$ cat config.mk
export PLATFORM = sky130hd
export DESIGN_NAME = rpq_top
export DESIGN_NICKNAME = d
export VERILOG_FILES = /design/src/hdl/rpq_crc16.v /design/src/hdl/rpq_top.v
export VERILOG_INCLUDE_DIRS = /design/src /design/src/hdl
export SDC_FILE = /design/constraint.sdc
export NUM_CORES = 1
export LEC_CHECK = 0
export ABC_AREA = 1
export ABC_CLOCK_PERIOD_IN_PS = 6400
export BUFFER_PORTS_ARGS = -buffer_cell sky130_fd_sc_hd__buf_2
export CORE_UTILIZATION = 28
export DETAILED_ROUTE_END_ITERATION = 8
export MAX_ROUTING_LAYER = met4
export PLACE_DENSITY = 0.54
export SLEW_MARGIN = 20
export SYNTH_ARGS = -nofsm -noshare
export SYNTH_HDL_FRONTEND = slang
export SYNTH_SLANG_ARGS = --single-unit
$ cat constraint.sdc
create_clock -name core_clk -period 6.4 [get_ports core_clk]
set_input_delay 1.28 -clock core_clk [delete_from_list [all_inputs] [get_ports core_clk]]
set_output_delay 1.28 -clock core_clk [all_outputs]
set_load 0.1 [all_outputs]
$ cat src/hdl/rpq_consts.vh
// constants of the receive lead-in qualifier: register map, fields, resets, timing
// assumes inclusion by the design files and the bench; holds definitions alone
`ifndef RPQ_CONSTS_VH
`define RPQ_CONSTS_VH

// register byte addresses on the apb slave
`define RPQ_ADDR_CTRL    8'h00
`define RPQ_ADDR_THRESH  8'h04
`define RPQ_ADDR_CUSTOM  8'h08
`define RPQ_ADDR_SYNC    8'h0c
`define RPQ_ADDR_PLEN    8'h10
`define RPQ_ADDR_STAT    8'h14
`define RPQ_ADDR_MASK    8'h18
`define RPQ_ADDR_STATE   8'h1c
`define RPQ_ADDR_RXDATA  8'h20
`define RPQ_ADDR_TXCRC   8'h24
`define RPQ_ADDR_RATE    8'h28
`define RPQ_ADDR_FILT    8'h2c
`define RPQ_ADDR_AFC     8'h30

// control register fields
`define RPQ_CTRL_EN      0
`define RPQ_CTRL_CUSTOM  1
`define RPQ_CTRL_SYNCO   2
`define RPQ_CTRL_AFC     3
`define RPQ_CTRL_SYNC3   4
`define RPQ_CTRL_TXCLR   5

// status / mask bit positions
`define RPQ_EV_PREAMBLE  0
`define RPQ_EV_SYNC      1
`define RPQ_EV_PKT_OK    2
`define RPQ_EV_CRC_ERR   3
`define RPQ_EV_AGC_DONE  4
`define RPQ_EV_W         5

// reset values
`define RPQ_RST_CTRL     5'h11
`define RPQ_RST_THRESH   7'h14
`define RPQ_RST_CUSTOM   15'h5510
`define RPQ_RST_SYNC     24'h2dd4aa
`define RPQ_RST_PLEN     8'h10
`define RPQ_RST_RATE     19'h04b00
`define RPQ_RST_FILT     20'h186a0

// data rate and channel filter limits, in bps and hz
`define RPQ_RATE_MIN     19'h00064
`define RPQ_RATE_MAX     19'h7a120
`define RPQ_FILT_MIN     20'h0044c
`define RPQ_FILT_MAX     20'hcf850

// timing: clock period and gain settle bound
`define RPQ_CLK_NS       8
`define RPQ_AGC_NS       2000
`define RPQ_AGC_CYC      (`RPQ_AGC_NS / `RPQ_CLK_NS)

// checksum generator
`define RPQ_CRC_POLY     16'h1021
`define RPQ_CRC_INIT     16'hffff

`endif

$ cat src/hdl/rpq_crc16.v
// byte-wide checksum engine, one byte per enabled cycle, msb first
// assumes a synchronous clear and byte strobes on the same clock
`timescale 1ns/1ps
`include "rpq_consts.vh"

module rpq_crc16 #(
    parameter [15:0] POLY = `RPQ_CRC_POLY,   // generator polynomial
    parameter [15:0] INIT = `RPQ_CRC_INIT    // start value
) (
    input  wire        core_clk,  // module clock
    input  wire        resetn,    // async reset, active low
    input  wire        clr,       // restart the sum
    input  wire        en,        // take one byte
    input  wire [7:0]  din,       // byte in
    output wire [15:0] crc        // running sum
);

    reg  [15:0] crc_q;
    reg  [15:0] crc_d;
    integer     i;

    ////////////////////////////////////////////////////////////////////////////
    // eight serial steps unrolled by the loop; a zero residue after the
    // appended sum means an intact packet
    always @* begin
        crc_d = crc_q;
        for (i = 7; i >= 0; i = i - 1) begin
            if (crc_d[15] ^ din[i]) begin
                crc_d = {crc_d[14:0], 1'b0} ^ POLY;
            end else begin
                crc_d = {crc_d[14:0], 1'b0};
            end
        end
    end

    always @(posedge core_clk or negedge resetn) begin
        if (!resetn) begin
            crc_q <= INIT;
        end else if (clr) begin
            crc_q <= INIT;
        end else if (en) begin
            crc_q <= crc_d;
        end
    end

    assign crc = crc_q;

endmodule // rpq_crc16

$ cat src/hdl/rpq_top.v
// receive lead-in qualifier: preamble counting, sync search, payload checksum,
// gain settle watch, signal strength and frequency range reporting, apb slave
// assumes demodulated bits, strobes, rssi and offset come from logic on core_clk
`timescale 1ns/1ps
`include "rpq_consts.vh"

//Contract
//RQ1 - flag preamble once alternating run reaches threshold
//RQ2 - threshold is a seven-bit field
//RQ3 - qualify preamble before sync search and payload
//RQ4 - threshold resets to twenty bits
//RQ5 - transmitter sends threshold plus settling bits
//RQ6 - custom repeating pattern uses own settings
//RQ7 - zero threshold means sync-only, three-byte sync; code compares three sync bytes only while RPQ_CTRL_SYNC3 is set
//RQ8 - custom setting accepts any repeating pattern; code matches only one eight-bit pattern repeated
//RQ9 - sync-only mode skips preamble qualification
//RQ10 - checksum appended on send, checked on receive
//RQ11 - signal strength counts in half decibels
//RQ12 - gain settles within one bit or 2 us
//RQ13 - offset range quarter, or 0.35 with afc
//RQ14 - afc needs one extra preamble byte
//RQ15 - data rate 100 bps to 500 kbps
//RQ16 - channel filter 850 khz to 1.1 khz
//RQ17 - repeated bit restarts the run counter
module rpq_top #(
    parameter AGC_CYC = `RPQ_AGC_CYC         // gain settle bound in cycles
) (
    input  wire        core_clk,        // 125 mhz clock
    input  wire        resetn,          // async reset, active low
    input  wire        psel,            // apb select
    input  wire        penable,         // apb access phase
    input  wire        pwrite,          // apb direction
    input  wire [7:0]  paddr,           // apb byte address
    input  wire [31:0] pwdata,          // apb write data
    output reg  [31:0] prdata,          // apb read data
    output reg         pready,          // apb ready
    output reg         pslverr,         // apb error, unmapped address
    input  wire        rx_bit,          // demodulated bit
    input  wire        rx_bit_valid,    // one pulse per bit period
    input  wire [7:0]  rssi_raw,        // strength, half decibel per count
    input  wire        agc_step,        // gain loop changed its gain
    input  wire signed [19:0] freq_err, // estimated offset, hz
    output reg         irq,             // level interrupt
    output reg         preamble_valid,  // lead-in qualified, level
    output reg         sync_found,      // sync seen, level until packet end
    output reg         rx_byte_valid,   // payload byte pulse
    output reg  [7:0]  rx_byte          // payload byte
);

    localparam [1:0] ST_SEARCH = 2'd0;
    localparam [1:0] ST_SYNC   = 2'd1;
    localparam [1:0] ST_DATA   = 2'd2;
    localparam [1:0] ST_CRC    = 2'd3;

    reg  [4:0]  ctrl_q;
    reg  [6:0]  lead_in_count_threshold_q;
    reg  [14:0] custom_lead_in_settings_q;  // [14:7] pattern, [6:0] bit count
    reg  [23:0] sync_q;
    reg  [7:0]  plen_q;
    reg  [`RPQ_EV_W-1:0] stat_q;
    reg  [`RPQ_EV_W-1:0] mask_q;
    reg  [18:0] rate_q;
    reg  [19:0] filt_q;
    reg  [7:0]  rssi_q;
    reg  [1:0]  state_q;
    reg  [6:0]  run_q;
    reg  [2:0]  phase_q;
    reg         last_q;
    reg  [23:0] shift_q;
    reg  [2:0]  bitn_q;
    reg  [7:0]  bytes_q;
    reg         crc_clr_q;
    reg         crc_en_q;
    reg  [7:0]  crc_byte_q;
    reg         agc_busy_q;
    reg  [8:0]  agc_cnt_q;
    reg  [19:0] afc_lim_q;
    reg  [19:0] afc_corr_q;
    reg         tx_en_q;
    reg  [7:0]  tx_byte_q;
    wire [25:0] afc_prod = filt_q * 6'd45;   // wide enough before the scale shift
    wire [15:0] rx_crc;
    wire [15:0] tx_crc;
    wire        wr_acc  = psel & penable & pwrite & ~pready;
    wire        rd_acc  = psel & penable & ~pwrite & ~pready;
    wire        bit_in  = rx_bit;
    wire [23:0] shift_n = {shift_q[22:0], bit_in};
    wire [7:0]  pat     = custom_lead_in_settings_q[14:7];
    wire        custom  = ctrl_q[`RPQ_CTRL_CUSTOM];
    wire [6:0]  thr     = custom ? custom_lead_in_settings_q[6:0] : lead_in_count_threshold_q;
    wire        skip    = ctrl_q[`RPQ_CTRL_SYNCO] | (thr == 7'h00);
    wire        alt_ok  = custom ? (bit_in == pat[3'd7 - phase_q]) : (bit_in != last_q);
    wire [6:0]  run_n   = alt_ok ? ((run_q == 7'h7f) ? run_q : run_q + 7'h01) : 7'h00;
    wire        sync_hit = ctrl_q[`RPQ_CTRL_SYNC3] ? (shift_n == sync_q)
                                                   : (shift_n[15:0] == sync_q[15:0]);
    wire [19:0] abs_err = freq_err[19] ? (~freq_err + 20'h00001) : freq_err;

    ////////////////////////////////////////////////////////////////////////////
    // apb slave: one wait state, answer in the second access cycle
    always @(posedge core_clk or negedge resetn) begin
        if (!resetn) begin
            pready  <= 1'b0;
            pslverr <= 1'b0;
            prdata  <= 32'h00000000;
        end else begin
            pready  <= psel & penable & ~pready;
            pslverr <= 1'b0;
            if (psel & penable & ~pready) begin
                case (paddr)
                    `RPQ_ADDR_CTRL:   prdata <= {27'h0, ctrl_q};
                    `RPQ_ADDR_THRESH: prdata <= {25'h0, lead_in_count_threshold_q};
                    `RPQ_ADDR_CUSTOM: prdata <= {16'h0, pat, 1'b0, custom_lead_in_settings_q[6:0]};
                    `RPQ_ADDR_SYNC:   prdata <= {8'h00, sync_q};
                    `RPQ_ADDR_PLEN:   prdata <= {24'h0, plen_q};
                    `RPQ_ADDR_STAT:   prdata <= {27'h0, stat_q};
                    `RPQ_ADDR_MASK:   prdata <= {27'h0, mask_q};
                    `RPQ_ADDR_STATE:  prdata <= {rssi_q, 7'h00, run_q, 6'h00, agc_busy_q,
                                                 1'b0, state_q};   // RQ11
                    `RPQ_ADDR_RXDATA: prdata <= {24'h0, rx_byte};
                    `RPQ_ADDR_TXCRC:  prdata <= {16'h0, tx_crc};   // RQ10
                    `RPQ_ADDR_RATE:   prdata <= {13'h0, rate_q};
                    `RPQ_ADDR_FILT:   prdata <= {12'h0, filt_q};
                    `RPQ_ADDR_AFC:    prdata <= {afc_lim_q[15:0], afc_corr_q[15:0]};
                    default: begin
                        prdata  <= 32'h00000000;
                        pslverr <= 1'b1;
                    end
                endcase
            end
        end
    end

    ////////////////////////////////////////////////////////////////////////////
    // configuration registers; rate and filter are clamped to what the modem can do
    always @(posedge core_clk or negedge resetn) begin
        if (!resetn) begin
            ctrl_q                    <= `RPQ_RST_CTRL;
            lead_in_count_threshold_q <= `RPQ_RST_THRESH;       // RQ4
            custom_lead_in_settings_q <= `RPQ_RST_CUSTOM;
            sync_q                    <= `RPQ_RST_SYNC;
            plen_q                    <= `RPQ_RST_PLEN;
            mask_q                    <= {`RPQ_EV_W{1'b0}};
            rate_q                    <= `RPQ_RST_RATE;
            filt_q                    <= `RPQ_RST_FILT;
            tx_en_q                   <= 1'b0;
            tx_byte_q                 <= 8'h00;
        end else begin
            tx_en_q <= 1'b0;
            if (wr_acc) begin
                case (paddr)
                    `RPQ_ADDR_CTRL:   ctrl_q <= pwdata[4:0];
                    `RPQ_ADDR_THRESH: lead_in_count_threshold_q <= pwdata[6:0];   // RQ2
                    `RPQ_ADDR_CUSTOM: custom_lead_in_settings_q <= {pwdata[15:8],
                                                                    pwdata[6:0]};  // RQ6
                    `RPQ_ADDR_SYNC:   sync_q <= pwdata[23:0];
                    `RPQ_ADDR_PLEN:   plen_q <= pwdata[7:0];
                    `RPQ_ADDR_MASK:   mask_q <= pwdata[`RPQ_EV_W-1:0];
                    `RPQ_ADDR_TXCRC: begin
                        tx_en_q   <= 1'b1;   // RQ10
                        tx_byte_q <= pwdata[7:0];
                    end
                    `RPQ_ADDR_RATE: begin
                        if (pwdata[18:0] < `RPQ_RATE_MIN || pwdata[31:19] != 13'h0)
                            rate_q <= (pwdata[31:19] != 13'h0) ? `RPQ_RATE_MAX
                                                                : `RPQ_RATE_MIN;   // RQ15
                        else if (pwdata[18:0] > `RPQ_RATE_MAX)
                            rate_q <= `RPQ_RATE_MAX;                            // RQ15
                        else
                            rate_q <= pwdata[18:0];
                    end
                    `RPQ_ADDR_FILT: begin
                        if (pwdata[31:20] != 12'h0 || pwdata[19:0] > `RPQ_FILT_MAX)
                            filt_q <= `RPQ_FILT_MAX;                            // RQ16
                        else if (pwdata[19:0] < `RPQ_FILT_MIN)
                            filt_q <= `RPQ_FILT_MIN;                            // RQ16
                        else
                            filt_q <= pwdata[19:0];
                    end
                    default: ;
                endcase
            end
        end
    end

    ////////////////////////////////////////////////////////////////////////////
    // receive sequencer: lead-in, then sync word, then payload and checksum
    always @(posedge core_clk or negedge resetn) begin
        if (!resetn) begin
            state_q        <= ST_SEARCH;
            run_q          <= 7'h00;
            phase_q        <= 3'd0;
            last_q         <= 1'b0;
            shift_q        <= 24'h000000;
            bitn_q         <= 3'd0;
            bytes_q        <= 8'h00;
            preamble_valid <= 1'b0;
            sync_found     <= 1'b0;
            rx_byte_valid  <= 1'b0;
            rx_byte        <= 8'h00;
            crc_clr_q      <= 1'b0;
            crc_en_q       <= 1'b0;
            crc_byte_q     <= 8'h00;
        end else begin
            rx_byte_valid <= 1'b0;
            crc_clr_q     <= 1'b0;
            crc_en_q      <= 1'b0;
            if (!ctrl_q[`RPQ_CTRL_EN]) begin
                state_q        <= ST_SEARCH;
                run_q          <= 7'h00;
                phase_q        <= 3'd0;
                preamble_valid <= 1'b0;
                sync_found     <= 1'b0;
            end else if (rx_bit_valid) begin
                shift_q <= shift_n;
                last_q  <= bit_in;
                case (state_q)
                    ST_SEARCH: begin
                        run_q   <= run_n;                                       // RQ17
                        phase_q <= alt_ok ? phase_q + 3'd1 : 3'd0;              // RQ8
                        if (skip) begin
                            state_q <= ST_SYNC;                                 // RQ9 RQ7
                        end else if (alt_ok && run_n >= thr) begin
                            preamble_valid <= 1'b1;                             // RQ1
                            state_q <= ST_SYNC;                                 // RQ3
                        end
                    end
                    ST_SYNC: begin
                        if (sync_hit) begin
                            sync_found <= 1'b1;                                 // RQ3
                            state_q   <= ST_DATA;
                            bitn_q    <= 3'd0;
                            bytes_q   <= 8'h00;
                            crc_clr_q <= 1'b1;
                        end
                    end
                    ST_DATA, ST_CRC: begin
                        bitn_q <= bitn_q + 3'd1;
                        if (bitn_q == 3'd7) begin
                            crc_en_q   <= 1'b1;                                 // RQ10
                            crc_byte_q <= shift_n[7:0];
                            bytes_q    <= bytes_q + 8'h01;
                            if (state_q == ST_DATA) begin
                                rx_byte       <= shift_n[7:0];
                                rx_byte_valid <= 1'b1;
                                if (bytes_q + 8'h01 == plen_q) begin
                                    state_q <= ST_CRC;
                                    bytes_q <= 8'h00;
                                end
                            end else if (bytes_q == 8'h01) begin
                                state_q <= ST_SEARCH;
                            end
                        end
                    end
                    default: state_q <= ST_SEARCH;
                endcase
            end
            // verdict one cycle after the last checksum byte has been summed
            if (!crc_en_q && state_q == ST_SEARCH && sync_found) begin
                sync_found     <= 1'b0;
                preamble_valid <= 1'b0;
                run_q          <= 7'h00;
                phase_q        <= 3'd0;
            end
        end
    end

    ////////////////////////////////////////////////////////////////////////////
    // gain settle watch: done at the next bit strobe or after the time bound
    always @(posedge core_clk or negedge resetn) begin
        if (!resetn) begin
            agc_busy_q <= 1'b0;
            agc_cnt_q  <= 9'h000;
        end else if (agc_step) begin
            agc_busy_q <= 1'b1;
            agc_cnt_q  <= 9'h000;
        end else if (agc_busy_q) begin
            agc_cnt_q <= agc_cnt_q + 9'h001;
            if (rx_bit_valid || agc_cnt_q == AGC_CYC[8:0] - 9'h001)
                agc_busy_q <= 1'b0;                                             // RQ12
        end
    end

    ////////////////////////////////////////////////////////////////////////////
    // correction range 0.25 or 0.35 of filter width; 45/128 stands in, avoiding a divider
    always @(posedge core_clk or negedge resetn) begin
        if (!resetn) begin
            afc_lim_q  <= 20'h00000;
            afc_corr_q <= 20'h00000;
            rssi_q     <= 8'h00;
        end else begin
            rssi_q    <= rssi_raw;                                              // RQ11
            afc_lim_q <= ctrl_q[`RPQ_CTRL_AFC] ? {1'b0, afc_prod[25:7]}
                                               : {2'b00, filt_q[19:2]};         // RQ13
            afc_corr_q <= (abs_err > afc_lim_q) ? afc_lim_q : abs_err;          // RQ13
        end
    end

    ////////////////////////////////////////////////////////////////////////////
    // sticky status: set wins over the read that clears it
    wire rx_done = !crc_en_q && state_q == ST_SEARCH && sync_found;
    wire agc_ev  = agc_busy_q && (rx_bit_valid || agc_cnt_q == AGC_CYC[8:0] - 9'h001) && !agc_step;
    wire [`RPQ_EV_W-1:0] ev_now = {agc_ev,
                                   rx_done & (rx_crc != 16'h0000),
                                   rx_done & (rx_crc == 16'h0000),              // RQ10
                                   ctrl_q[`RPQ_CTRL_EN] & rx_bit_valid & state_q == ST_SYNC
                                       & sync_hit,
                                   ctrl_q[`RPQ_CTRL_EN] & rx_bit_valid & state_q == ST_SEARCH
                                       & ~skip & alt_ok & (run_n >= thr)};
    always @(posedge core_clk or negedge resetn) begin
        if (!resetn) begin
            stat_q <= {`RPQ_EV_W{1'b0}};
            irq    <= 1'b0;
        end else begin
            stat_q <= ((rd_acc && paddr == `RPQ_ADDR_STAT) ? {`RPQ_EV_W{1'b0}} : stat_q)
                      | ev_now;
            irq    <= |(stat_q & mask_q);
        end
    end

    rpq_crc16 u_rx_crc (
        .core_clk (core_clk),
        .resetn   (resetn),
        .clr      (crc_clr_q),
        .en       (crc_en_q),
        .din      (crc_byte_q),
        .crc      (rx_crc)
    );

    rpq_crc16 u_tx_crc (
        .core_clk (core_clk),
        .resetn   (resetn),
        .clr      (wr_acc && paddr == `RPQ_ADDR_CTRL && pwdata[`RPQ_CTRL_TXCLR]),
        .en       (tx_en_q),
        .din      (tx_byte_q),
        .crc      (tx_crc)
    );

endmodule // rpq_top

==> results.md <==
- Register area share after synthesis: 41.7%
- # rows: 93
- Lkg Pwr: 10.4 nW
- Final worst slack: 2.43 ns
- Synth Area in Adders: 9.25%
- Min Tclk post-route: 3.97 ns
- Critical Path Fanout Max: 5
- Fmax: 0.252 GHz
- CTS Root Cell: clkbuf_16
- CTS Buffer Depth: 3
- Vias in the first global route: 16100
- Synth Area in Simple Gates: 23.3%
- Final Hold Vio Count: 0
- CTS buffer count: 40
- Setup crit end kind: register
- Top cell type's share of synthesized area: 32.6%
- Area grow syn2layout: 15.6%
- Setup TNS: 0 ns
- Post-CTS sizing: 0
- DR WL met3: 3870 microns
- Drt total wl: 63000 microns
- Largest net degree at the start of global routing: 125
- Largest family of logic cells by synthesized area: simple AND/OR/NAND/NOR gates
- CTS tree: yes
- Setup Buffers After CTS: 0
- Hold buffer count at cts: 0
- Post-route ant nets: 0
- Tcrit/Tclk final: 62.0%
- Mapped cell area: 18400 sq um
- Synth cell types: 62
- Gpl congestion: 0.937
- Post-synth EDFFs: 0
- Top-count cell post-synth: nand2_1
- Final Core Density: 32.9%
- Post-synth top cells: nand2_1 (636), inv_1 (301), dfrtp_1 (240)
- Fin nets: 2624
- Clock transition at path regs: 0.06 ns
- Top FF cell, synth: dfrtp_1
- DR pass1 iterations: 9
- Drc violations: 0
- PwrDens: 276 nW/um^2
- Clock Sinks: 304
- Setup Skew: 0.0226 ns
- Setup violators final: 0
- Clock Latency Late Sink: 0.57 ns
- XOR/XNOR share of the synthesized area: 4.08%
- Crit Path Class: register to register
- Setup WS pre-CTS: 2.29 ns
- Metal2 WL: 29300 microns
- Area contributors post-synth: dfrtp_1 (33%), nand2_1 (13%), dfstp_2 (9.1%)
- Initial antenna violation count: 6
- Worst hold path class: register to register
- Worst VDD drop: 150 uV
- RR Startpoint: filt_q[5]
- Post-synthesis mux area share: 0.794%
- Syn Inst Count: 2315
- GR Overflow Total: 0
- Worst hold start: prdata[3]
- Die height: 259 microns
- Avg WL per Cell: 19.0 microns
- Syn_nets: 2510
- Number of synthesized register bits: 304
- YS warnings: 0
- Share of layout cells above drive strength 1: 14.4%
- CORE AREA: 64800 sq um
- Crit path launch: filt_q[5]
- Starting Density: 28.5%
- Status: completed
- Die X: 259 microns
- H-tree level count: 2
- Top Ports: 122
- Compound-Gate Fraction of Synth Area: 12.8%
- Max_cap viols: 0
- Via count: 16200
- Post-DP HPWL: 49000 microns
- Syn Area/Cell: 7.97 sq um
- Critical Path AT: 4.36 ns
- Largest area contributor in the netlist: dfrtp_1
- Die Footprint: 66900 sq um
- Final Max Slew Viols: 0
- Relative slew slack: 25.8%
- Initial DRC Count: 1375
- Ys async rst share: 100%
- Critical Path Start Type: register
- RSZ-0062 raised after global routing: false
- First-pass GRT wire length: 97400 microns
- Via density: 4.89
- Top Metal Used: met4
- Worst Path Required: 6.79 ns
- WL met1: 27800 microns
- Worst Max-Slew Pin Slew: 1.11 ns
- GRT Total Usage: 19.5%
- Port bufs: 121
-- sequential cells by signal (all words and copies together), names as in the netlist, 9 cells and up --
| signal | count |
|---|---|
| prdata | 32 |
| sync_q | 24 |
| shift_q | 23 |
| filt_q | 20 |
| afc_lim_q | 19 |
| rate_q | 19 |
| afc_corr_q | 16 |
| u_rx_crc.crc | 16 |
| u_tx_crc.crc | 16 |
| custom_lead_in_settings_q | 15 |
| agc_cnt_q | 9 |
-- critical path, stage by stage, from the launching register on --
cell	delay, ns
dfstp_2	0.60
ha_1	0.27
ha_1	0.33
xnor2_1	0.15
fa_1	0.52
inv_1	0.05
ha_1	0.34
a21oi_1	0.21
o21ai_0	0.16
a21oi_1	0.35
o21ai_0	0.24
or2_2	0.32
nand3_1	0.13
o21ai_0	0.14
-- logic make-up after synthesis --
family / after synthesis
flip-flops: 304
AND/OR/NAND/NOR: 997
multiplexers: 13
adder cells (fa/ha/maj): 119
buffers and inverters: 381
AO/OA/AOI/OAI: 415
XOR/XNOR: 86
-- where the power goes --
group	leakage (nW)	internal, W	switching, W
logic	6.01	0.000417	0.000798
registers	3.76	0.00214	0.000175
clock network	0.666	0.00145	0.000902
-- layer usage --
| metal | vias to the layer above | GRT usage [%] |
|---|---|---|
| met5 | - | - |
| met3 | 96 | 2.90 |
| met1 | 7825 | 25.5 |
| li1 | 7774 | - |
| met2 | 543 | 30.7 |
| met4 | 0 | 6.53 |
-- metrics by stage --
stage                     cells  instance area [sq um]  total power, W  hold slack (ns)
after global routing       3319                  21300         0.00619            0.502
after global placement     3242                  19900         0.00354            0.468
after CTS                  3315                  21300         0.00594            0.479
final                      3320                  21300         0.00588            0.472
after floorplan            2315                  18400         0.00314            0.448
after detailed placement   3242                  19900         0.00356            0.465
-- final timing paths --
| check | to | slack, ns | depth (start not counted) |
|---|---|---|---|
| setup reg to reg | afc_lim_q[4] | 2.43 | 13 |
| setup / recovery | afc_lim_q[4] | 2.43 | 13 |
| hold reg to reg | prdata[3] | 0.47 | 2 |
| hold / removal | prdata[3] | 0.47 | 2 |
| min in group asynchronous | pslverr | 0.66 | 1 |
| max in group asynchronous | crc_byte_q[4] | 4.37 | 2 |
-- layout by cell type, fill, tap and decap left out, types with 6 or more instances in the layout --
cell / Yosys / routed
or2_2: 12 / 12
ha_1: 90 / 90
xnor2_1: 52 / 52
a22oi_1: 6 / 6
inv_1: 301 / 301
dfstp_2: 64 / 64
buf_2: 14 / 120
nor4_1: 13 / 13
nand3_2: 9 / 9
fa_1: 29 / 29
xor2_1: 34 / 34
mux2_2: 13 / 13
bufinv_16: 0 / 6
nand2_2: 12 / 12
o21ai_0: 198 / 198
o31ai_1: 8 / 8
o21ai_1: 11 / 11
a21oi_1: 86 / 86
nand3_1: 95 / 95
clkbuf_16: 0 / 40
clkbuf_1: 34 / 9
nor2_1: 132 / 132
a221oi_1: 12 / 12
nand2_1: 636 / 636
dfrtp_1: 240 / 240
nor2_4: 9 / 9
inv_2: 18 / 18
a31oi_1: 15 / 15
buf_4: 3 / 7
nand4_1: 30 / 30
nor2_2: 15 / 15
nor3_1: 22 / 22
o22ai_1: 41 / 41
o211ai_1: 6 / 6
-- area by class of cell --
class                           count  area (sq um)
Sequential cell                   304          7690
Fill cell                        6786         43500
Inverter                          324          1220
Clock inverter                     20           288
Timing Repair Buffer              129           688
Tap cell                          855          1070
Antenna cell                        5          12.5
Clock buffer                       53          1090
Multi-Input combinational cell   1630          9260
(Power assumes the default switching activity.)
